### config.mk
export PLATFORM = sky130hd
export DESIGN_NAME = pif_top
export DESIGN_NICKNAME = d
export VERILOG_FILES = /design/src/logic/pif_pkg.sv /design/src/logic/pif_sticky.sv /design/src/logic/pif_sync.sv /design/src/logic/pif_top.sv
export VERILOG_INCLUDE_DIRS = /design/src /design/src/logic
export SDC_FILE = /design/constraint.sdc
export NUM_CORES = 1
export LEC_CHECK = 0
export ABC_CLOCK_PERIOD_IN_PS = 4600
export BUFFER_PORTS_ARGS = -buffer_cell sky130_fd_sc_hd__buf_2
export CORE_ASPECT_RATIO = 0.5
export CORE_UTILIZATION = 30
export DETAILED_ROUTE_END_ITERATION = 10
export GPL_TIMING_DRIVEN = 1
export PLACE_DENSITY_LB_ADDON = 0.2
export REMOVE_ABC_BUFFERS = 1
export SLEW_MARGIN = 20
export SYNTH_ARGS = -nofsm -noshare
export SYNTH_HDL_FRONTEND = slang
export SYNTH_HIERARCHICAL = 1
export SYNTH_SLANG_ARGS = --single-unit
### constraint.sdc
create_clock -name CLK -period 4.6 [get_ports CLK]
set_input_delay 0.46 -clock CLK [delete_from_list [all_inputs] [get_ports CLK]]
set_output_delay 0.46 -clock CLK [all_outputs]
set_load 0.02 [all_outputs]
### src/logic/pif_params.svh
// Purpose: Offsets, field positions and reset values of the peripheral flag block
// Assumes: Byte-wide registers on a plain address/strobe port
// Notes: Definitions only
`ifndef PIF_PARAMS_SVH
`define PIF_PARAMS_SVH

`define PIF_ADDR_W 9
// Flag register and the four mirrors of the control register
`define PIF_OFF_FLAGS 9'h00C
`define PIF_OFF_CTRL_B0 9'h00B
`define PIF_OFF_CTRL_B1 9'h08B
`define PIF_OFF_CTRL_B2 9'h10B
`define PIF_OFF_CTRL_B3 9'h18B
// Enable register, the interrupt mask/status and the config register of this block
`define PIF_OFF_ENABLE 9'h08C
`define PIF_OFF_EVT_STATUS 9'h1F0
`define PIF_OFF_EVT_MASK 9'h1F1
`define PIF_OFF_CONFIG 9'h1F2
// Flag bit positions
`define PIF_BIT_PAR 7
`define PIF_BIT_CONV 6
`define PIF_BIT_RX 5
`define PIF_BIT_TX 4
`define PIF_BIT_SYNC 3
`define PIF_BIT_CAPCMP 2
`define PIF_BIT_TMRB 1
`define PIF_BIT_TMRA 0
// Control register bit positions
`define PIF_BIT_GIE 7
`define PIF_BIT_PERIPHERAL_IRQ_ENABLE 6
// Bits of the flag register that software may write
`define PIF_SW_MASK 8'hCF
// Reset values
`define PIF_RST_FLAGS 8'h00
`define PIF_RST_CTRL 8'h00
`define PIF_RST_ENABLE 8'h00
`define PIF_RST_MASK 8'h00
`define PIF_RST_CONFIG 8'h00

`endif

### src/logic/pif_pkg.sv
// Purpose: Types shared by the peripheral flag block
// Assumes: Nothing
// Notes: Constants live in pif_params.svh
package pif_pkg;
	typedef enum logic [1:0] {PIF_CCP_OFF, PIF_CCP_CAPTURE, PIF_CCP_COMPARE, PIF_CCP_PWM} pif_ccp_mode_t;
	typedef enum logic [1:0] {PIF_RD_IDLE, PIF_RD_VALID} pif_rd_state_t;
endpackage

### src/logic/pif_sticky.sv
// Purpose: One row of sticky flags, set by hardware, cleared by software
// Assumes: Set and clear arrive on the same clock
// Notes: Set beats clear in the same cycle
`timescale 1ns/100ps
module pif_sticky #(
	parameter int W = 8
) (
	input wire logic clk,
	input wire logic rst_n,
	input wire logic [W-1:0] set,
	input wire logic [W-1:0] clr,
	output logic [W-1:0] q
);
	// Refuse a width the logic cannot serve
	if (W < 1) begin : g_bad_width
		$error("pif_sticky: width must be positive");
	end

	// ************************************************************
	// Per-bit sticky storage
	// ************************************************************
	genvar i;
	generate
		for (i = 0; i < W; i++) begin : g_bit
			// Set wins so that an event never disappears under a clear
			always_ff @(posedge clk) begin
				if (!rst_n) begin
					q[i] <= 1'b0;
				end else if (set[i]) begin
					q[i] <= 1'b1;
				end else if (clr[i]) begin
					q[i] <= 1'b0;
				end
			end
		end
	endgenerate
endmodule

### src/logic/pif_sync.sv
// Purpose: Three-stage synchroniser for the external parallel-port strobes
// Assumes: Input is asynchronous to CLK
// Notes: Edge counts only when stages two and three agree
`timescale 1ns/100ps
module pif_sync #(
	parameter int W = 2
) (
	input wire logic clk,
	input wire logic rst_n,
	input wire logic [W-1:0] d,
	output logic [W-1:0] rise
);
	logic [W-1:0] s1;
	logic [W-1:0] s2;
	logic [W-1:0] s3;
	logic [W-1:0] level;

	// Refuse a width the logic cannot serve
	if (W < 1) begin : g_bad_width
		$error("pif_sync: width must be positive");
	end

	// ************************************************************
	// Synchroniser chain; s1 is read by s2 alone
	// ************************************************************
	always_ff @(posedge clk) begin
		if (!rst_n) begin
			s1 <= '0;
			s2 <= '0;
			s3 <= '0;
			level <= '0;
		end else begin
			s1 <= d;
			s2 <= s1;
			s3 <= s2;
			// Per-bit agreement, so one busy strobe cannot stall the other
			level <= (s2 & s3) | (level & (s2 | s3));
		end
	end

	// Rising edge of the agreed level, one cycle long
	assign rise = (s2 & s3) & ~level;
endmodule

### src/logic/pif_top.sv
// Purpose: Peripheral interrupt flag collector with core interrupt request
// Assumes: Peripheral events are one-cycle pulses on CLK; pins are asynchronous
// Notes: Registers on a plain address/strobe port, read data one cycle later
// Contract
// - Flags set regardless of any enable
// - Bit 7 set on external port access
// - Bit 6 set on conversion complete
// - Bit 5 mirrors receive buffer full
// - Bit 4 mirrors transmit buffer empty
// - Bit 3 set per SPI/I2C slave transfer
// - I2C master events also set bit 3
// - Bit 2 capture/compare, unused in PWM
// - Bit 1 set on timer-b period match
// - Bit 0 set on timer-a overflow
// - Control register mirrored in every bank
`timescale 1ns/100ps
`include "pif_params.svh"
module pif_top #(
	parameter bit HAS_PAR_PORT = 1'b1
) (
	input wire logic CLK,
	input wire logic RST_N,
	input wire logic [`PIF_ADDR_W-1:0] ADDR,
	input wire logic [7:0] WDATA,
	input wire logic WR,
	input wire logic RD,
	output logic [7:0] RDATA,
	input wire logic PAR_RD_N,
	input wire logic PAR_WR_N,
	input wire logic CONV_DONE,
	input wire logic RX_FULL,
	input wire logic TX_EMPTY,
	input wire logic SPI_DONE,
	input wire logic I2C_SLAVE_DONE,
	input wire logic I2C_MASTER_EVENT,
	input wire logic CAPTURE_EVENT,
	input wire logic COMPARE_MATCH,
	input wire logic TIMER_B_MATCH,
	input wire logic TIMER_A_OVERFLOW,
	input wire logic [2:0] CORE_IRQ_SET,
	output logic CORE_IRQ,
	output logic IRQ
);
	// ************************************************************
	// Storage
	// ************************************************************
	logic [7:0] irq_control;
	logic [7:0] enable;
	logic [7:0] evt_mask;
	logic [7:0] config_reg;
	logic [7:0] flags_sticky;
	logic [7:0] evt_status;
	logic [1:0] par_rise;
	logic rx_q;
	logic tx_q;
	pif_pkg::pif_ccp_mode_t ccp_mode;

	// ************************************************************
	// Address decode
	// ************************************************************
	wire sel_flags = ADDR == `PIF_OFF_FLAGS;
	wire sel_ctrl = (ADDR == `PIF_OFF_CTRL_B0) || (ADDR == `PIF_OFF_CTRL_B1) ||
		(ADDR == `PIF_OFF_CTRL_B2) || (ADDR == `PIF_OFF_CTRL_B3);
	wire sel_en = ADDR == `PIF_OFF_ENABLE;
	wire sel_stat = ADDR == `PIF_OFF_EVT_STATUS;
	wire sel_mask = ADDR == `PIF_OFF_EVT_MASK;
	wire sel_cfg = ADDR == `PIF_OFF_CONFIG;
	wire wr_flags = WR && sel_flags;

	// ************************************************************
	// Event sources
	// ************************************************************
	pif_sync #(.W(2)) u_par_sync (
		.clk(CLK),
		.rst_n(RST_N),
		.d({~PAR_WR_N, ~PAR_RD_N}),
		.rise(par_rise)
	);

	// Capture/compare mode chosen by software; PWM never flags
	assign ccp_mode = pif_pkg::pif_ccp_mode_t'(config_reg[1:0]);
	wire capcmp_evt = (ccp_mode == pif_pkg::PIF_CCP_CAPTURE && CAPTURE_EVENT) ||
		(ccp_mode == pif_pkg::PIF_CCP_COMPARE && COMPARE_MATCH);
	wire par_evt = HAS_PAR_PORT && (|par_rise);
	wire sync_evt = SPI_DONE || I2C_SLAVE_DONE || I2C_MASTER_EVENT;

	// Sets ignore every enable bit
	wire [7:0] flag_set = {par_evt, CONV_DONE, 1'b0, 1'b0, sync_evt, capcmp_evt,
		TIMER_B_MATCH, TIMER_A_OVERFLOW};
	// Software may only clear; writing a one leaves the flag as it was
	wire [7:0] flag_clr = wr_flags ? (~WDATA & `PIF_SW_MASK) : 8'h00;

	pif_sticky #(.W(8)) u_flags (
		.clk(CLK),
		.rst_n(RST_N),
		.set(flag_set),
		.clr(flag_clr),
		.q(flags_sticky)
	);

	// Buffer-state bits are live levels, registered once
	always_ff @(posedge CLK) begin
		if (!RST_N) begin
			rx_q <= 1'b0;
			tx_q <= 1'b0;
		end else begin
			rx_q <= RX_FULL;
			tx_q <= TX_EMPTY;
		end
	end

	wire [7:0] flags = {flags_sticky[7:6], rx_q, tx_q, flags_sticky[3:0]};

	// ************************************************************
	// Control, enable, mask and config registers
	// ************************************************************
	// Low three control flags come from core-side sources and are sticky too
	wire [2:0] ctrl_flag_clr = (WR && sel_ctrl) ? ~WDATA[2:0] : 3'h0;
	wire [2:0] next_ctrl_flags = CORE_IRQ_SET | (irq_control[2:0] & ~ctrl_flag_clr);
	always_ff @(posedge CLK) begin
		if (!RST_N) begin
			irq_control <= `PIF_RST_CTRL;
			enable <= `PIF_RST_ENABLE;
			evt_mask <= `PIF_RST_MASK;
			config_reg <= `PIF_RST_CONFIG;
		end else begin
			irq_control[7:3] <= (WR && sel_ctrl) ? WDATA[7:3] : irq_control[7:3];
			irq_control[2:0] <= next_ctrl_flags;
			enable <= (WR && sel_en) ? WDATA : enable;
			evt_mask <= (WR && sel_mask) ? WDATA : evt_mask;
			config_reg <= (WR && sel_cfg) ? WDATA : config_reg;
		end
	end

	// ************************************************************
	// Block event status: sticky, write one to clear
	// ************************************************************
	wire [7:0] stat_clr = (WR && sel_stat) ? WDATA : 8'h00;
	wire [7:0] stat_set = flag_set;
	pif_sticky #(.W(8)) u_status (
		.clk(CLK),
		.rst_n(RST_N),
		.set(stat_set),
		.clr(stat_clr),
		.q(evt_status)
	);

	// ************************************************************
	// Interrupt request generation
	// ************************************************************
	wire periph_req = |(flags & enable);
	wire core_req_next = irq_control[`PIF_BIT_GIE] &&
		(((irq_control[`PIF_BIT_PERIPHERAL_IRQ_ENABLE]) && periph_req) ||
		(|(irq_control[5:3] & irq_control[2:0])));
	wire irq_next = |(evt_status & evt_mask);
	always_ff @(posedge CLK) begin
		if (!RST_N) begin
			CORE_IRQ <= 1'b0;
			IRQ <= 1'b0;
		end else begin
			CORE_IRQ <= core_req_next;
			IRQ <= irq_next;
		end
	end

	// ************************************************************
	// Read port: data one cycle after the strobe, zero elsewhere
	// ************************************************************
	wire [7:0] rd_mux = sel_flags ? flags :
		sel_ctrl ? irq_control :
		sel_en ? enable :
		sel_stat ? evt_status :
		sel_mask ? evt_mask :
		sel_cfg ? config_reg : 8'h00;
	always_ff @(posedge CLK) begin
		if (!RST_N) begin
			RDATA <= 8'h00;
		end else begin
			RDATA <= RD ? rd_mux : 8'h00;
		end
	end

	// ************************************************************
	// Checks: flags set by their events, whatever the enables
	// ************************************************************
	// Timer-a overflow lands on the next edge
	a_flag_set_wins: assert property (@(posedge CLK) disable iff (!RST_N)
		TIMER_A_OVERFLOW |=> flags_sticky[`PIF_BIT_TMRA])
		else $error("timer-a flag not set");
	// Timer-b match with every enable off still flags
	a_no_enable: assert property (@(posedge CLK) disable iff (!RST_N)
		(TIMER_B_MATCH && enable == 8'h00) |=> flags_sticky[`PIF_BIT_TMRB])
		else $error("flag gated by enable");
	// Period match flags whatever the global enable holds
	a_tmrb_sets: assert property (@(posedge CLK) disable iff (!RST_N)
		TIMER_B_MATCH |=> flags_sticky[`PIF_BIT_TMRB])
		else $error("timer-b flag not set");
	// Conversion complete flags bit six
	a_conv_sets: assert property (@(posedge CLK) disable iff (!RST_N)
		CONV_DONE |=> flags_sticky[`PIF_BIT_CONV])
		else $error("conversion flag not set");
	// Every synchronous serial source shares bit three
	a_sync_sets: assert property (@(posedge CLK) disable iff (!RST_N)
		(SPI_DONE || I2C_SLAVE_DONE || I2C_MASTER_EVENT) |=> flags_sticky[`PIF_BIT_SYNC])
		else $error("sync serial flag not set");
	// Master-side bus conditions flag as well
	a_master_sets: assert property (@(posedge CLK) disable iff (!RST_N)
		I2C_MASTER_EVENT |=> flags_sticky[`PIF_BIT_SYNC])
		else $error("master event not flagged");
	// Capture counts only in capture mode
	a_capture_sets: assert property (@(posedge CLK) disable iff (!RST_N)
		(ccp_mode == pif_pkg::PIF_CCP_CAPTURE && CAPTURE_EVENT) |=>
		flags_sticky[`PIF_BIT_CAPCMP])
		else $error("capture not flagged");
	// Compare match counts only in compare mode
	a_compare_sets: assert property (@(posedge CLK) disable iff (!RST_N)
		(ccp_mode == pif_pkg::PIF_CCP_COMPARE && COMPARE_MATCH) |=>
		flags_sticky[`PIF_BIT_CAPCMP])
		else $error("compare match not flagged");
	// The flag is unused in PWM mode, so it must not rise there
	a_pwm_quiet: assert property (@(posedge CLK) disable iff (!RST_N)
		(ccp_mode == pif_pkg::PIF_CCP_PWM) |=> !$rose(flags_sticky[`PIF_BIT_CAPCMP]))
		else $error("capcmp set in pwm");
	// External port access flags the top bit
	a_par_access: assert property (@(posedge CLK) disable iff (!RST_N)
		par_evt |=> flags_sticky[`PIF_BIT_PAR])
		else $error("parallel flag not set");
	// Nothing but a port access may raise the top bit
	a_par_only: assert property (@(posedge CLK) disable iff (!RST_N)
		!par_evt |=> !$rose(flags_sticky[`PIF_BIT_PAR]))
		else $error("parallel flag rose unasked");

	// ************************************************************
	// Checks: sticky flags hold until software writes a zero
	// ************************************************************
	// Timer-a flag survives any cycle without a clearing write
	a_tmra_holds: assert property (@(posedge CLK) disable iff (!RST_N)
		(flags_sticky[`PIF_BIT_TMRA] && !(wr_flags && !WDATA[`PIF_BIT_TMRA])) |=>
		flags_sticky[`PIF_BIT_TMRA])
		else $error("timer-a flag dropped");
	// Timer-b flag survives any cycle without a clearing write
	a_tmrb_holds: assert property (@(posedge CLK) disable iff (!RST_N)
		(flags_sticky[`PIF_BIT_TMRB] && !(wr_flags && !WDATA[`PIF_BIT_TMRB])) |=>
		flags_sticky[`PIF_BIT_TMRB])
		else $error("timer-b flag dropped");
	// Conversion flag survives until written to zero
	a_conv_holds: assert property (@(posedge CLK) disable iff (!RST_N)
		(flags_sticky[`PIF_BIT_CONV] && !(wr_flags && !WDATA[`PIF_BIT_CONV])) |=>
		flags_sticky[`PIF_BIT_CONV])
		else $error("conversion flag dropped");
	// Port flag survives until software clears it
	a_par_holds: assert property (@(posedge CLK) disable iff (!RST_N)
		(flags_sticky[`PIF_BIT_PAR] && !(wr_flags && !WDATA[`PIF_BIT_PAR])) |=>
		flags_sticky[`PIF_BIT_PAR])
		else $error("parallel flag dropped");
	// Serial flag stays up for the routine to clear
	a_sync_holds: assert property (@(posedge CLK) disable iff (!RST_N)
		(flags_sticky[`PIF_BIT_SYNC] && !(wr_flags && !WDATA[`PIF_BIT_SYNC])) |=>
		flags_sticky[`PIF_BIT_SYNC])
		else $error("sync serial flag dropped");
	// Capture/compare flag stays up until cleared
	a_capcmp_holds: assert property (@(posedge CLK) disable iff (!RST_N)
		(flags_sticky[`PIF_BIT_CAPCMP] && !(wr_flags && !WDATA[`PIF_BIT_CAPCMP])) |=>
		flags_sticky[`PIF_BIT_CAPCMP])
		else $error("capcmp flag dropped");
	// A zero written with no event pending clears timer-a
	a_tmra_clears: assert property (@(posedge CLK) disable iff (!RST_N)
		(wr_flags && !WDATA[`PIF_BIT_TMRA] && !TIMER_A_OVERFLOW) |=>
		!flags_sticky[`PIF_BIT_TMRA])
		else $error("timer-a flag not cleared");
	// A write never sets a flag; only its event can
	a_no_sw_set: assert property (@(posedge CLK) disable iff (!RST_N)
		(!flags_sticky[`PIF_BIT_TMRB] && !TIMER_B_MATCH) |=> !flags_sticky[`PIF_BIT_TMRB])
		else $error("timer-b flag set without event");

	// ************************************************************
	// Checks: buffer-state bits follow their levels
	// ************************************************************
	// Receive bit shows the level one cycle late
	a_rx_level: assert property (@(posedge CLK) disable iff (!RST_N)
		1'b1 |=> flags[`PIF_BIT_RX] == $past(RX_FULL))
		else $error("receive flag wrong");
	// Transmit bit shows the level one cycle late
	a_tx_level: assert property (@(posedge CLK) disable iff (!RST_N)
		1'b1 |=> flags[`PIF_BIT_TX] == $past(TX_EMPTY))
		else $error("transmit flag wrong");

	// ************************************************************
	// Checks: control register and core request
	// ************************************************************
	// Every mirror reads the one control register
	a_mirror_read: assert property (@(posedge CLK) disable iff (!RST_N)
		(RD && sel_ctrl) |=> RDATA == $past(irq_control))
		else $error("control mirror read wrong");
	// Every mirror writes the one control register
	a_mirror_write: assert property (@(posedge CLK) disable iff (!RST_N)
		(WR && sel_ctrl) |=> irq_control[7:3] == $past(WDATA[7:3]))
		else $error("control mirror write lost");
	// Core-side pulse sets its control flag
	a_ctrl_flag_set: assert property (@(posedge CLK) disable iff (!RST_N)
		CORE_IRQ_SET[0] |=> irq_control[0])
		else $error("control flag not set");
	// Flag, its enable, peripheral and global enables raise the request
	a_core_request: assert property (@(posedge CLK) disable iff (!RST_N)
		(irq_control[`PIF_BIT_GIE] && irq_control[`PIF_BIT_PERIPHERAL_IRQ_ENABLE] && |(flags & enable)) |=>
		CORE_IRQ)
		else $error("core request missing");
	// Global enable off keeps the core quiet
	a_core_quiet: assert property (@(posedge CLK) disable iff (!RST_N)
		!irq_control[`PIF_BIT_GIE] |=> !CORE_IRQ)
		else $error("core request without global enable");
	// Peripheral enable off blocks every peripheral flag
	a_periph_gate: assert property (@(posedge CLK) disable iff (!RST_N)
		(!irq_control[`PIF_BIT_PERIPHERAL_IRQ_ENABLE] && !(|(irq_control[5:3] & irq_control[2:0]))) |=>
		!CORE_IRQ)
		else $error("core request without peripheral enable");

	// ************************************************************
	// Checks: block status, interrupt line and read port
	// ************************************************************
	// Status follows the same set events as the flags
	a_status_sets: assert property (@(posedge CLK) disable iff (!RST_N)
		TIMER_A_OVERFLOW |=> evt_status[`PIF_BIT_TMRA])
		else $error("status bit not set");
	// Writing one clears a status bit when no event competes
	a_status_clear: assert property (@(posedge CLK) disable iff (!RST_N)
		(WR && sel_stat && WDATA[`PIF_BIT_TMRA] && !TIMER_A_OVERFLOW) |=>
		!evt_status[`PIF_BIT_TMRA])
		else $error("status bit not cleared");
	// An unmasked status bit raises the line
	a_irq_level: assert property (@(posedge CLK) disable iff (!RST_N)
		(|(evt_status & evt_mask)) |=> IRQ)
		else $error("interrupt line missing");
	// No unmasked status bit, no line
	a_irq_quiet: assert property (@(posedge CLK) disable iff (!RST_N)
		!(|(evt_status & evt_mask)) |=> !IRQ)
		else $error("interrupt line without cause");
	// Read data stand only after a read strobe
	a_read_idle: assert property (@(posedge CLK) disable iff (!RST_N)
		!RD |=> RDATA == 8'h00)
		else $error("read data without strobe");
	// Enable register takes the written byte
	a_enable_write: assert property (@(posedge CLK) disable iff (!RST_N)
		(WR && sel_en) |=> enable == $past(WDATA))
		else $error("enable write lost");
endmodule

==> summary.md <==
| Metric | Value |
|---|---|
| Starting DRC count in detailed routing | `186` |
| Finished Layout Cells | `493` |
| Vias | `2,413` |
| Pin count of the biggest net entering global routing | `34` |
| RSZ-0062 raised after global routing | `false` |
| Post-route minimum period | `2070 ps` |
| Io pins | `46` |
| Number of diodes | `0` |
| Post-layout util | `0.379` |
| Num CTS Buffers | `9` |
| Mapped Cells | `between 300 and 400` |
| Yosys warns | `6` |
| Drc violations | `0` |
| Die height | `73.5 µm` |
| Endpoints failing setup | `0` |
| Share of cells above drive strength 1 | `0.232` |
| Avg WL per Cell | `approximately 16 µm` |
| Postcts setup bufs | `0` |
| Psw | `approximately 0.29 mW` |
| Vias in the first global route | `2,352` |
| Status | `complete, no violations` |
| Highest clock rate | `484 MHz` |
| Worst-margin pin slew | `1090 ps` |
| Slew Limit Fails | `0` |
| Flop pwr share | `0.460` |
| Clk Latency, worst-skew pair | `330 ps` |
| Post-CTS resize count | `0` |
| Type of the worst setup path | `input port to flip-flop` |
| Final Skew | `between 6 and 7 ps` |
| Gp weighted congestion | `0.851` |
| CP Capture Type | `flip-flop` |
| Crit Path Max Fanout | `15` |
| Cell Area, Synth | `0.00306 mm²` |
| Die Wd | `145 µm` |
| Routed Antenna Nets | `0` |
| Synth Area per Inst | `9.88 µm²` |
| Power Internal | `approximately 1 mW` |
| Final hold vios | `0` |
| Worst setup SP type | `input port` |
| CTS clk-pin slew, worst paths | `60 ps` |
| Maximum vdd drop | `194 µV` |
| Pleak | `approximately 1.7 nW` |
| TritonCTS clock tree | `done` |
| Rows | `25` |
| H-tree levels | `3` |
| Fin worst setup slack | `2530 ps` |
| Max_slew headroom | `0.270` |
| Root Buffer | `clkbuf_16` |
| Pre-CTS setup slack | `2180 ps` |
| Max Cap Violations | `0` |
| Combinational power share | `0.066` |
| Net count, final | `a little under 400` |
| Core area | `0.00967 mm²` |
| Die Area | `0.0106 mm²` |
| WP data arrival | `approximately 2300 ps` |
| Hold Path Class | `input port to flip-flop` |
| Total track usage | `0.165` |
| PD cells | `between 300 and 400 mW/mm²` |
| Crit path required time | `4820 ps` |
| Layout area overhead | `19.5%` |
| Clock share of power | `0.474` |
| Hold-fix buffers at CTS | `0` |
| First-pass DRT Iterations | `4` |
| Switch share | `0.227` |
| # port buffers | `45` |
| Hpwl dp | `about 5600 µm` |
| Final wirelength | `7870 µm` |
| CTS Sinks | `66` |
| Initial antenna violation count | `0` |
| GR Overflow Total | `0` |
| Overall power | `1.29 mW` |
| Vias per inst | `about 4.9` |
| Final TNS setup | `0 ps` |
| Final worst-path cycle share | `0.449` |
| CTS max path bufs | `2` |
| Initial cell density of the core | `0.317` |
| Placed cells | `477` |
| First-pass GRT wire length | `12,600 µm` |
==> path summary, 6_finish.rpt <==
path | from | end | slack [ps] | depth (start not counted)
max | ADDR[4] | u_flags/q[0] | 2530 | 6
min | TX_EMPTY | tx_q | 330 | 2
max reg2reg | u_status/q[7] | RDATA[7] | 3440 | 4
min reg2reg | u_par_sync/s1[1] | u_par_sync/s2[1] | 430 | 1
==> per-layer routing <==
metal  wire length, µm  track usage
met3               553       0.0450
met4               120       0.0608
met5                 0            0
met1              3610        0.217
met2              3590        0.259
==> metrics by stage <==
stage | cell area [µm²] | hold WS, ps
floorplan | 3000 | 412
global placement | 3400 | 416
detailed placement | 3400 | 424
CTS | 3660 | 325
global route | 3660 | 323
finish | 3660 | 331
==> critical path, cell delays in order <==
cell and delay, ps:
buf_2 120, nor4b_4 800, nand3_1 400, nor2_1 280, nor2b_4 50, o21a_1 170
==> area by class of cell <==
class	instances	area (µm²)
flip-flops and latches	66	1320
inverters	6	22.5
fillers	976	6000
multi-input cells	225	1660
well taps	135	169
repair buffers	45	225
clock inverters	3	15.0
clock buffers	13	250
==> cell usage in the layout (no fill, tap or decap), drive strengths merged, types with 2 or more instances in the layout <==
cell / count
mux2i: 37
o21a: 14
o22ai: 3
o21ai: 9
inv: 6
a21oi: 7
nor2b: 16
nand2: 11
nand2b: 5
nor3: 6
a22o: 11
clkinv: 3
nor2: 44
conb: 2
nand4: 4
o2bb2ai: 8
dfxtp: 66
nand3: 3
and2: 17
nor4b: 2
clkbuf: 13
a21boi: 2
buf: 45
nand3b: 3
a22oi: 13
==> power groups by stage <==
stage / Combinational [mW] / Clock, mW / Sequential [mW]
after global routing: 0.0930 / 0.661 / 0.595
after CTS: 0.0855 / 0.625 / 0.593
after detailed placement: 0.0855 / 0 / 0.605
after floorplan: 0.0414 / 0 / 0.602
final: 0.0853 / 0.612 / 0.593
after global placement: 0.0834 / 0 / 0.605
(Power assumes the default switching activity.)
